## config.mk

```make
export PLATFORM = sky130hd
export DESIGN_NAME = ufcam_top
export DESIGN_NICKNAME = d
export VERILOG_FILES = /design/src/verilog/ufcam_pkg.sv /design/src/verilog/ufcam_rx_shift.sv /design/src/verilog/ufcam_top.sv
export SDC_FILE = /design/constraint.sdc
export NUM_CORES = 1
export LEC_CHECK = 0
export BUFFER_PORTS_ARGS = -buffer_cell sky130_fd_sc_hd__clkbuf_2
export CAP_MARGIN = 20
export CORE_ASPECT_RATIO = 2
export CORE_MARGIN = 4
export CORE_UTILIZATION = 55
export DETAILED_ROUTE_END_ITERATION = 10
export GPL_TIMING_DRIVEN = 0
export HOLD_SLACK_MARGIN = 0.12
export PLACE_DENSITY = 0.79
export SLEW_MARGIN = 10
export SYNTH_ARGS = -nofsm -noshare
export SYNTH_HDL_FRONTEND = slang
export SYNTH_SLANG_ARGS = --single-unit
```

## constraint.sdc

```tcl
create_clock -name clk_i -period 4.13 [get_ports clk_i]
set_input_delay 0.2065 -clock clk_i [delete_from_list [all_inputs] [get_ports clk_i]]
set_output_delay 0.2065 -clock clk_i [all_outputs]
set_load 0.01 [all_outputs]
```

## src/verilog/ufcam_pkg.sv

```systemverilog
// Shared constants and types for the serial receive checker and address filter.
// Assumes a single core clock domain and a Wishbone classic register bus.
package ufcam_pkg;

  // Register indices; the byte address on the bus is four times the index
  localparam logic [9:0] IDX_POWER_CONTROL = 10'h087;
  localparam logic [9:0] IDX_SERIAL_CONTROL = 10'h098;
  localparam logic [9:0] IDX_RX_BUFFER = 10'h099;
  localparam logic [9:0] IDX_OWN_ADDRESS = 10'h0A9;
  localparam logic [9:0] IDX_ADDRESS_MASK = 10'h0B9;
  localparam logic [9:0] IDX_IRQ_STATUS = 10'h0C0;
  localparam logic [9:0] IDX_IRQ_MASK = 10'h0C1;

  // Serial control bit positions
  localparam int SC_ERR_OR_MODE0 = 7;
  localparam int SC_MODE1 = 6;
  localparam int SC_MP_EN = 5;
  localparam int SC_RX_EN = 4;
  localparam int SC_TX_NINTH = 3;
  localparam int SC_RX_NINTH = 2;
  localparam int SC_TX_DONE = 1;
  localparam int SC_RX_DONE = 0;

  // Power control bit that enables framing-error checking
  localparam int PC_CHECK_EN = 6;

  // Interrupt status / mask bit positions
  localparam int IRQ_RX_DONE = 0;
  localparam int IRQ_FRAME_ERR = 1;

  // Values after reset
  localparam logic [7:0] RESET_BYTE = 8'h00;
  localparam logic [1:0] RESET_IRQ = 2'h0;

  // Oversampling: last tick index of a bit and tick index of a bit's centre
  localparam logic [3:0] TICK_LAST = 4'hF;
  localparam logic [3:0] TICK_HALF = 4'h7;
  localparam logic [3:0] BITS_8 = 4'h8;
  localparam logic [3:0] BITS_9 = 4'h9;

  typedef enum logic [1:0] {
    RX_IDLE = 2'b00,
    RX_START = 2'b01,
    RX_DATA = 2'b10,
    RX_STOP = 2'b11
  } ufcam_rx_state_t;

  // One received frame as seen by the checker
  typedef struct packed {
    logic [7:0] data;
    logic ninth;
    logic stop;
  } ufcam_rx_frame_t;

endpackage

```

## src/verilog/ufcam_rx_shift.sv

```systemverilog
// Asynchronous receive shifter: start detect, 8 or 9 data bits, stop sample.
// Assumes a 16x oversampling tick from an outside baud generator.
module ufcam_rx_shift (
  input wire logic clk_i,
  input wire logic rst_i,
  input wire logic ce_i,
  input wire logic tick16_i,
  input wire logic rxd_i,
  input wire logic enable_i,
  input wire logic nine_bits_i,
  output ufcam_pkg::ufcam_rx_frame_t frame_o,
  output logic last_bit_o,
  output logic stop_o
);

  ufcam_pkg::ufcam_rx_state_t state;
  logic [3:0] tick_cnt;
  logic [3:0] bit_cnt;
  logic [8:0] shreg;

  // Derived decode of the bit timing
  wire at_half = tick16_i && (tick_cnt == ufcam_pkg::TICK_HALF);
  wire at_centre = tick16_i && (tick_cnt == ufcam_pkg::TICK_LAST);
  wire [3:0] bits_needed = nine_bits_i ? ufcam_pkg::BITS_9 : ufcam_pkg::BITS_8;
  wire [8:0] next_shreg = {rxd_i, shreg[8:1]};
  wire is_last = at_centre && (state == ufcam_pkg::RX_DATA) && (bit_cnt == bits_needed - 4'h1);

  // Bit-state sequencer; a short low glitch is rejected at the half-bit check
  always_ff @(posedge clk_i)
  begin
    if (rst_i)
    begin
      state <= ufcam_pkg::RX_IDLE;
      tick_cnt <= 4'h0;
      bit_cnt <= 4'h0;
      shreg <= 9'h000;
    end
    else if (ce_i)
    begin
      if (tick16_i)
        tick_cnt <= tick_cnt + 4'h1;
      case (state)
        ufcam_pkg::RX_IDLE:
        begin
          tick_cnt <= 4'h0;
          bit_cnt <= 4'h0;
          if (enable_i && tick16_i && !rxd_i)
            state <= ufcam_pkg::RX_START;
        end
        ufcam_pkg::RX_START:
        begin
          if (at_half)
          begin
            tick_cnt <= 4'h0;
            state <= rxd_i ? ufcam_pkg::RX_IDLE : ufcam_pkg::RX_DATA;
          end
        end
        ufcam_pkg::RX_DATA:
        begin
          if (at_centre)
          begin
            shreg <= next_shreg;
            bit_cnt <= bit_cnt + 4'h1;
            if (is_last)
              state <= ufcam_pkg::RX_STOP;
          end
        end
        ufcam_pkg::RX_STOP:
        begin
          if (at_centre)
            state <= ufcam_pkg::RX_IDLE;
        end
        default:
          state <= ufcam_pkg::RX_IDLE;
      endcase
    end
  end

  // Frame fields and completion pulses
  always_ff @(posedge clk_i)
  begin
    if (rst_i)
    begin
      frame_o <= '0;
      last_bit_o <= 1'b0;
      stop_o <= 1'b0;
    end
    else if (ce_i)
    begin
      last_bit_o <= is_last;
      stop_o <= at_centre && (state == ufcam_pkg::RX_STOP);
      if (is_last)
      begin
        frame_o.data <= nine_bits_i ? next_shreg[7:0] : next_shreg[8:1];
        frame_o.ninth <= nine_bits_i ? next_shreg[8] : 1'b0;
      end
      if (at_centre && (state == ufcam_pkg::RX_STOP))
        frame_o.stop <= rxd_i;
    end
  end

endmodule // ufcam_rx_shift

```

## src/verilog/ufcam_top.sv

```systemverilog
// Serial receive side: framing-error check, hardware address filter, registers.
// Assumes a Wishbone classic master, a 16x receive tick and a synchronous rxd.
module ufcam_top (
  input wire logic clk_i,
  input wire logic rst_i,
  input wire logic ce_i,
  input wire logic wb_cyc_i,
  input wire logic wb_stb_i,
  input wire logic wb_we_i,
  input wire logic [11:2] wb_adr_i,
  input wire logic [3:0] wb_sel_i,
  input wire logic [31:0] wb_dat_i,
  output logic [31:0] wb_dat_o,
  output logic wb_ack_o,
  input wire logic rxd_i,
  input wire logic rx_tick16_i,
  output logic irq_o
);

  // Software-visible state
  logic mode_select_bit0;
  logic mode_select_bit1;
  logic multiproc_enable;
  logic rx_enable;
  logic tx_ninth_bit;
  logic tx_done_flag;
  logic rx_ninth_bit;
  logic rx_done_flag;
  logic frame_error_flag;
  logic [7:0] power_control_reg;
  logic [7:0] rx_buffer;
  logic [7:0] own_address;
  logic [7:0] address_mask;
  logic [1:0] irq_status;
  logic [1:0] irq_mask;
  logic [7:0] rd_byte;

  ufcam_pkg::ufcam_rx_frame_t frame;
  logic last_bit;
  logic stop_seen;

  // Bus decode
  wire bus_req = wb_cyc_i && wb_stb_i;
  wire bus_take = bus_req && !wb_ack_o;
  wire bus_wr = bus_take && wb_we_i && wb_sel_i[0];
  wire [7:0] wdat = wb_dat_i[7:0];
  wire sel_pc = (wb_adr_i == ufcam_pkg::IDX_POWER_CONTROL);
  wire sel_sc = (wb_adr_i == ufcam_pkg::IDX_SERIAL_CONTROL);
  wire sel_rb = (wb_adr_i == ufcam_pkg::IDX_RX_BUFFER);
  wire sel_oa = (wb_adr_i == ufcam_pkg::IDX_OWN_ADDRESS);
  wire sel_am = (wb_adr_i == ufcam_pkg::IDX_ADDRESS_MASK);
  wire sel_is = (wb_adr_i == ufcam_pkg::IDX_IRQ_STATUS);
  wire sel_im = (wb_adr_i == ufcam_pkg::IDX_IRQ_MASK);
  wire sc_wr = bus_wr && sel_sc;

  // Mode decode; mode 0 is the shift-register mode and is not received here
  wire frame_error_enable = power_control_reg[ufcam_pkg::PC_CHECK_EN];
  wire mode0 = !mode_select_bit0 && !mode_select_bit1;
  wire mode1 = !mode_select_bit0 && mode_select_bit1;
  wire mode23 = mode_select_bit0;
  wire check_active = frame_error_enable && !mode0;
  wire mp_active = multiproc_enable && !mode0;

  // Address recognition; an all-ones mask makes the given address exact
  wire given_match = ((frame.data ^ own_address) & address_mask) == 8'h00;
  wire [7:0] bcast_addr = own_address | address_mask;
  wire bcast_match = (~frame.data & bcast_addr) == 8'h00;
  wire addr_match = given_match || bcast_match;

  // Completion point: stop bit when checking, or when mode 1 filter needs it
  wire at_stop = check_active || (mp_active && mode1);
  wire done_point = (at_stop ? stop_seen : last_bit) && !mode0;
  wire filter_ok = !mp_active ||
    (mode1 ? (frame.stop && addr_match) : (frame.ninth && addr_match));
  wire rx_event = done_point && filter_ok;
  wire stop_err_event = stop_seen && check_active && !frame.stop;

  // Sticky event bits; a new event wins over a same-cycle clear
  wire [1:0] irq_set = {stop_err_event, rx_event};
  wire [1:0] irq_clr = (bus_wr && sel_is) ? wdat[1:0] : 2'h0;
  wire [1:0] next_irq_status = irq_set | (irq_status & ~irq_clr);
  wire irq_any = |(irq_status & irq_mask);

  // Receiver keeps its own tick, so it never waits on the transmit side
  ufcam_rx_shift u_rx (
    .clk_i(clk_i),
    .rst_i(rst_i),
    .ce_i(ce_i),
    .tick16_i(rx_tick16_i),
    .rxd_i(rxd_i),
    .enable_i(rx_enable && !mode0),
    .nine_bits_i(mode23),
    .frame_o(frame),
    .last_bit_o(last_bit),
    .stop_o(stop_seen)
  );

  // Read multiplexer; unmapped indices read as zero
  always_comb
  begin
    rd_byte = 8'h00;
    if (sel_sc)
      rd_byte = {frame_error_enable ? frame_error_flag : mode_select_bit0,
                 mode_select_bit1, multiproc_enable, rx_enable,
                 tx_ninth_bit, rx_ninth_bit, tx_done_flag, rx_done_flag};
    else if (sel_pc)
      rd_byte = power_control_reg;
    else if (sel_rb)
      rd_byte = rx_buffer;
    else if (sel_oa)
      rd_byte = own_address;
    else if (sel_am)
      rd_byte = address_mask;
    else if (sel_is)
      rd_byte = {6'h00, irq_status};
    else if (sel_im)
      rd_byte = {6'h00, irq_mask};
  end

  // Bus answer: ack one cycle after the request, dropped the cycle after
  always_ff @(posedge clk_i)
  begin
    if (rst_i)
    begin
      wb_ack_o <= 1'b0;
      wb_dat_o <= 32'h00000000;
    end
    else if (ce_i)
    begin
      wb_ack_o <= bus_take;
      if (bus_take)
        wb_dat_o <= {24'h000000, rd_byte};
    end
  end

  // Plain configuration registers
  always_ff @(posedge clk_i)
  begin
    if (rst_i)
    begin
      power_control_reg <= ufcam_pkg::RESET_BYTE;
      own_address <= ufcam_pkg::RESET_BYTE;
      address_mask <= ufcam_pkg::RESET_BYTE;
      irq_mask <= ufcam_pkg::RESET_IRQ;
    end
    else if (ce_i)
    begin
      if (bus_wr && sel_pc)
        power_control_reg <= wdat;
      if (bus_wr && sel_oa)
        own_address <= wdat;
      if (bus_wr && sel_am)
        address_mask <= wdat;
      if (bus_wr && sel_im)
        irq_mask <= wdat[1:0];
    end
  end

  // Serial control: bit 7 routes by the checking enable
  always_ff @(posedge clk_i)
  begin
    if (rst_i)
    begin
      mode_select_bit0 <= 1'b0;
      mode_select_bit1 <= 1'b0;
      multiproc_enable <= 1'b0;
      rx_enable <= 1'b0;
      tx_ninth_bit <= 1'b0;
      tx_done_flag <= 1'b0;
    end
    else if (ce_i && sc_wr)
    begin
      if (!frame_error_enable)
        mode_select_bit0 <= wdat[ufcam_pkg::SC_ERR_OR_MODE0];
      mode_select_bit1 <= wdat[ufcam_pkg::SC_MODE1];
      multiproc_enable <= wdat[ufcam_pkg::SC_MP_EN];
      rx_enable <= wdat[ufcam_pkg::SC_RX_EN];
      tx_ninth_bit <= wdat[ufcam_pkg::SC_TX_NINTH];
      tx_done_flag <= wdat[ufcam_pkg::SC_TX_DONE];
    end
  end

  // Hardware-set flags; hardware wins over a same-cycle software write
  always_ff @(posedge clk_i)
  begin
    if (rst_i)
    begin
      frame_error_flag <= 1'b0;
      rx_done_flag <= 1'b0;
      rx_ninth_bit <= 1'b0;
    end
    else if (ce_i)
    begin
      if (stop_err_event)
        frame_error_flag <= 1'b1;
      else if (sc_wr && frame_error_enable)
        frame_error_flag <= wdat[ufcam_pkg::SC_ERR_OR_MODE0];
      if (rx_event)
        rx_done_flag <= 1'b1;
      else if (sc_wr)
        rx_done_flag <= wdat[ufcam_pkg::SC_RX_DONE];
      if (rx_event && mode23)
        rx_ninth_bit <= frame.ninth;
      else if (rx_event && at_stop)
        rx_ninth_bit <= frame.stop;
      else if (sc_wr)
        rx_ninth_bit <= wdat[ufcam_pkg::SC_RX_NINTH];
    end
  end

  // Receive data only moves on an accepted frame
  always_ff @(posedge clk_i)
  begin
    if (rst_i)
      rx_buffer <= ufcam_pkg::RESET_BYTE;
    else if (ce_i && rx_event)
      rx_buffer <= frame.data;
  end

  // Interrupt status and level output; output lags the status by one edge
  always_ff @(posedge clk_i)
  begin
    if (rst_i)
    begin
      irq_status <= ufcam_pkg::RESET_IRQ;
      irq_o <= 1'b0;
    end
    else if (ce_i)
    begin
      irq_status <= next_irq_status;
      irq_o <= irq_any;
    end
  end

  a_err_sets_bad: assert property (@(posedge clk_i) disable iff (rst_i)
    ce_i && stop_seen && check_active && !frame.stop |=> frame_error_flag)
    else $error("frame error not set on invalid stop bit");

  a_err_stays_set: assert property (@(posedge clk_i) disable iff (rst_i)
    ce_i && frame_error_flag &&
    !(sc_wr && frame_error_enable && !wdat[ufcam_pkg::SC_ERR_OR_MODE0])
    |=> frame_error_flag)
    else $error("frame error flag cleared without software");

  a_err_off_quiet: assert property (@(posedge clk_i) disable iff (rst_i)
    ce_i && !check_active && !frame_error_flag && !sc_wr |=> !frame_error_flag)
    else $error("frame error set while checking inactive");

  a_rx_waits_stop: assert property (@(posedge clk_i) disable iff (rst_i)
    ce_i && last_bit && check_active && !rx_done_flag && !sc_wr |=> !rx_done_flag)
    else $error("receive done raised before stop bit");

  a_mode0_no_rx: assert property (@(posedge clk_i) disable iff (rst_i)
    ce_i && mode0 && !rx_done_flag && !sc_wr |=> !rx_done_flag)
    else $error("receive done raised in mode 0");

  a_addr_mismatch: assert property (@(posedge clk_i) disable iff (rst_i)
    ce_i && mp_active && (last_bit || stop_seen) && !addr_match && !rx_done_flag && !sc_wr
    |=> !rx_done_flag)
    else $error("receive done raised on foreign address");

  a_mode1_bad_stop: assert property (@(posedge clk_i) disable iff (rst_i)
    ce_i && mp_active && mode1 && stop_seen && !frame.stop && !rx_done_flag && !sc_wr
    |=> !rx_done_flag)
    else $error("mode 1 address frame accepted with bad stop");

  a_ninth_zero_drop: assert property (@(posedge clk_i) disable iff (rst_i)
    ce_i && mp_active && mode23 && last_bit && !frame.ninth && !rx_done_flag && !sc_wr
    |=> !rx_done_flag)
    else $error("data frame accepted while filtering");

  a_ninth_copied: assert property (@(posedge clk_i) disable iff (rst_i)
    ce_i && rx_event && mode23 |=> rx_ninth_bit == $past(frame.ninth))
    else $error("ninth bit not copied");

  a_match_accepts: assert property (@(posedge clk_i) disable iff (rst_i)
    ce_i && mp_active && mode23 && last_bit && !check_active && frame.ninth && given_match
    |=> rx_done_flag && rx_buffer == $past(frame.data))
    else $error("matching address frame not accepted");

  a_irq_follows: assert property (@(posedge clk_i) disable iff (rst_i)
    ce_i ##1 ce_i |-> irq_o == $past(irq_any))
    else $error("interrupt output does not follow masked status");

  a_ack_single: assert property (@(posedge clk_i) disable iff (rst_i)
    ce_i && wb_ack_o |=> !wb_ack_o)
    else $error("ack held for more than one cycle");

  // Guards written from the rules; all but a_ack_answers still build on the decode wires above
  a_ack_answers: assert property (@(posedge clk_i) disable iff (rst_i)
    ce_i && wb_cyc_i && wb_stb_i && !wb_ack_o |=> wb_ack_o)
    else $error("bus request not answered in one cycle");

  a_err_sw_clear: assert property (@(posedge clk_i) disable iff (rst_i)
    ce_i && sc_wr && frame_error_enable && !stop_err_event &&
    !wdat[ufcam_pkg::SC_ERR_OR_MODE0] |=> !frame_error_flag)
    else $error("frame error flag not cleared by software");

  a_mode_bit_kept: assert property (@(posedge clk_i) disable iff (rst_i)
    ce_i && sc_wr && frame_error_enable |=> mode_select_bit0 == $past(mode_select_bit0))
    else $error("mode bit written while bit 7 holds the error flag");

  a_stop_sets_done: assert property (@(posedge clk_i) disable iff (rst_i)
    ce_i && stop_seen && check_active && !mp_active |=> rx_done_flag)
    else $error("receive done not raised at checked stop bit");

  a_no_filter_take: assert property (@(posedge clk_i) disable iff (rst_i)
    ce_i && !multiproc_enable && !mode0 && !check_active && last_bit |=> rx_done_flag)
    else $error("frame dropped with address filter off");

  a_given_accepts: assert property (@(posedge clk_i) disable iff (rst_i)
    ce_i && mp_active && mode23 && last_bit && !check_active && frame.ninth &&
    ((frame.data & address_mask) == (own_address & address_mask)) |=> rx_done_flag)
    else $error("given address frame not accepted");

  a_bcast_accepts: assert property (@(posedge clk_i) disable iff (rst_i)
    ce_i && mp_active && mode23 && last_bit && !check_active && frame.ninth &&
    (&(frame.data | ~(own_address | address_mask))) |=> rx_done_flag)
    else $error("broadcast address frame not accepted");

  a_buffer_holds: assert property (@(posedge clk_i) disable iff (rst_i)
    ce_i && !rx_event |=> rx_buffer == $past(rx_buffer))
    else $error("receive buffer changed without an accepted frame");

  a_mode1_takes: assert property (@(posedge clk_i) disable iff (rst_i)
    ce_i && mp_active && mode1 && stop_seen && frame.stop && addr_match |=> rx_done_flag)
    else $error("mode 1 address frame with valid stop not accepted");

  a_clear_status: assert property (@(posedge clk_i) disable iff (rst_i)
    ce_i && bus_wr && sel_is && wdat[ufcam_pkg::IRQ_RX_DONE] && !rx_event
    |=> !irq_status[ufcam_pkg::IRQ_RX_DONE])
    else $error("receive status bit not cleared by a one");

endmodule // ufcam_top

```

==> flow_summary.ini <==
[outcome]
status = finished, final reports clean

[placed_design]
place.gp.congestion = 0.8941
dp_hpwl_um = 8731
port_buffers = 34
dp_cells = 657
dpl_cell_area_um2 = 4578

[clock_network]
cts.path.max_buffers = 2
insertion_delay_ps = 340
cts_tree = done
cts_resized = 0
cts_setup_buffers = 0
cts_hold_buffers = 0
clock-sinks = 85
root_buffer = clkbuf_16
htreeDepth = 3
clkTransAtPathRegs_ps = 60
numCtsBuffers = 9

[layout]
mostFrequentLayoutCells = 85 x dfxtp_1, 70 x nand2_1, 66 x nor2_1
register_area_um2 = 1702
diodes = 0
stdcell_count = 672
mostFrequentLayoutCell = dfxtp_1
syn2layout_area_growth_pct = 15.56
fin_area_um2 = 4861
utilization_pct = 65.89
layout-drive-gt1-share_pct = 16.21
largest_register = u_rx.frame_o
largest_register_ffs = 10
nFillCells = 658
layout.nets = 632
multi_input_area_um2 = 2236

[setup_path]
crit_path_start_kind = flip-flop
critPathLaunch = wb_ack_o$_SDFFE_PP0P_
r2r-start = wb_ack_o$_SDFFE_PP0P_
max_stage_delay_ps = 540
crit_path_end_kind = flip-flop
cpMaxStageDelayCell = nor2_1
required_ps = 4390
path_cells = and4b_1 > buf_2 > and3_1 > clkbuf_1 > nand2_1 > nor2_1 > nand2_1 > a21oi_1
path_class = flip-flop to flip-flop
path_delay_family = simple AND/OR/NAND/NOR gates
path_max_fanout = 8
critPathBufInv = 2
critPathArrivalTime_ps = 2440
critPathMostFrequentCell = nand2_1

[synthesis]
ys_top_cells_by_area = dfxtp_1 40%, mux2i_1 6.4%, nand2_1 6.2%
yosysSeqAreaShare_pct = 40.45
synth-edff-count = 0
ys_ff_latch = 85
syn_avg_cell_area_um2 = 8.281
synth.distinct_cells = 56
yosys_warnings = 0
synth_ff_type = dfxtp_1
synth_top_area_share_pct = 40.45
postSynthCellCount = 508
yosysTopAreaCell = dfxtp_1
synth.cell_area_um2 = 4207
async_reset_ff_share_pct = 0

[hold_path]
hold_path.class = primary input to flip-flop
hold_start = wb_dat_i[6]

[grt]
grt_max_degree = 14
grt_pass1_wl_um = 18170
antenna_found_initial = 0
grt_pass1_vias = 3794
grt_util_all_layers_pct = 25.02
globalRouteOverflowTotal = 0

[floorplanning]
fp.coreArea_um2 = 7377
num_rows = 44
start_util_pct = 57.02
fp.dieW_um = 69.84
dieArea_um2 = 9197
pin_count = 88
die_h_um = 131.7

[timing]
finalHoldViolCount = 0
finalCritPeriodShare_pct = 52.77
finalSetupViolations = 0
worst_pin_slew_ps = 695.0
rsz0062_at_grt = no
min_period_ps = 2179
maxSlewViolCount = 0
tns_ps = 0
fmax_mhz = 458.9
hold_slack_ps = 184.9
max_slew_margin_pct = 53.67
fin_skew_ps = 9.634

[power_and_ir_drop]
p_leak_nw = 1.901
pwr_density_cell_nw_per_um2 = 352.3
ir_drop_uv = 275.7

[drt]
drt_first_pass_iters = 7
antenna_left = 0
num_vias = 3941
drc = 0
vias_per_cell = 5.865
post_drt_wl_per_cell_um = 17.22
dr.first_iter.drc_count = 340
totalWireLength_um = 11580

[flow_run]
cap_viol_max_count = 0
[through the flow]
step | worst slack (ps) | power (W)
floorplan | 2287 | 0.0009100
global placement | 2026 | 0.0009503
detailed placement | 2005 | 0.0009526
CTS | 1997 | 0.001721
global route | 1764 | 0.001763
finish | 1951 | 0.001712
[worst min-delay path, delay by kind of cell]
family,cells,cell delay [ps]
AO/OA/AOI/OAI,1,60
buffers and inverters,1,140
AND/OR/NAND/NOR,1,70
[final cells by class]
| cell class | instances | area share, % |
|---|---|---|
| inverters | 9 | 0.6950 |
| well taps | 92 | 2.368 |
| flip-flops and latches | 85 | 35.01 |
| plain buffers | 54 | 6.615 |
| repair buffers | 34 | 3.501 |
| clock buffers | 11 | 4.788 |
| multi-input cells | 383 | 46.00 |
| clock inverters | 4 | 1.030 |
[logic make-up after synthesis]
group | after synthesis | synth area share, %
fa+ha+maj | 2 | 0.5948
compound gates | 117 | 18.00
buf+inv | 63 | 8.447
xor+xnor | 14 | 2.915
other cells | 1 | 0.08915
simple gates | 192 | 21.21
mux | 34 | 8.299
flops | 85 | 40.45
[per-layer routing]
| metal | global-route usage, % | vias up | part of all wire [%] | wire, um |
|---|---|---|---|---|
| met5 | 0 | - | 0 | 0 |
| met4 | 18.76 | 0 | 7.2 | 837 |
| met3 | 4.205 | 44 | 5.6 | 645 |
| met2 | 45.73 | 185 | 53 | 6130 |
| met1 | 24.19 | 1841 | 34 | 3962 |
| li1 | - | 1871 | - | - |
[Yosys cell counts (all sizes together), types with 4 or more instances]
master / count
clkbuf: 20
o21ai: 11
a222oi: 5
inv: 9
mux2i: 27
a211oi: 16
mux2: 7
nor2: 67
a22o: 6
dfxtp: 85
a22oi: 4
o22ai: 5
nand2b: 4
xor2: 12
buf: 34
a221oi: 5
nand2: 70
nand3: 20
nor3: 5
a21oi: 49
[final timing paths]
path                                       endpoint  cells after the start  slack [ps]
setup / recovery       address_mask[4]$_SDFFE_PP0P_                      8        1950
hold reg to reg   power_control_reg[0]$_SDFFE_PP0P_                      2         460
hold / removal        mode_select_bit1$_SDFFE_PP0P_                      3         180
setup reg to reg       address_mask[4]$_SDFFE_PP0P_                      8        1950
[report_power, final]
part	total (W)	leakage, nW	internal, W	switching [W]
registers	0.000826	0.685	0.000824	0.00000241
clock network	0.000775	0.132	0.000464	0.000311
logic	0.000111	1.08	0.0000397	0.0000716
Note: power is estimated with default switching activity, not from simulation.
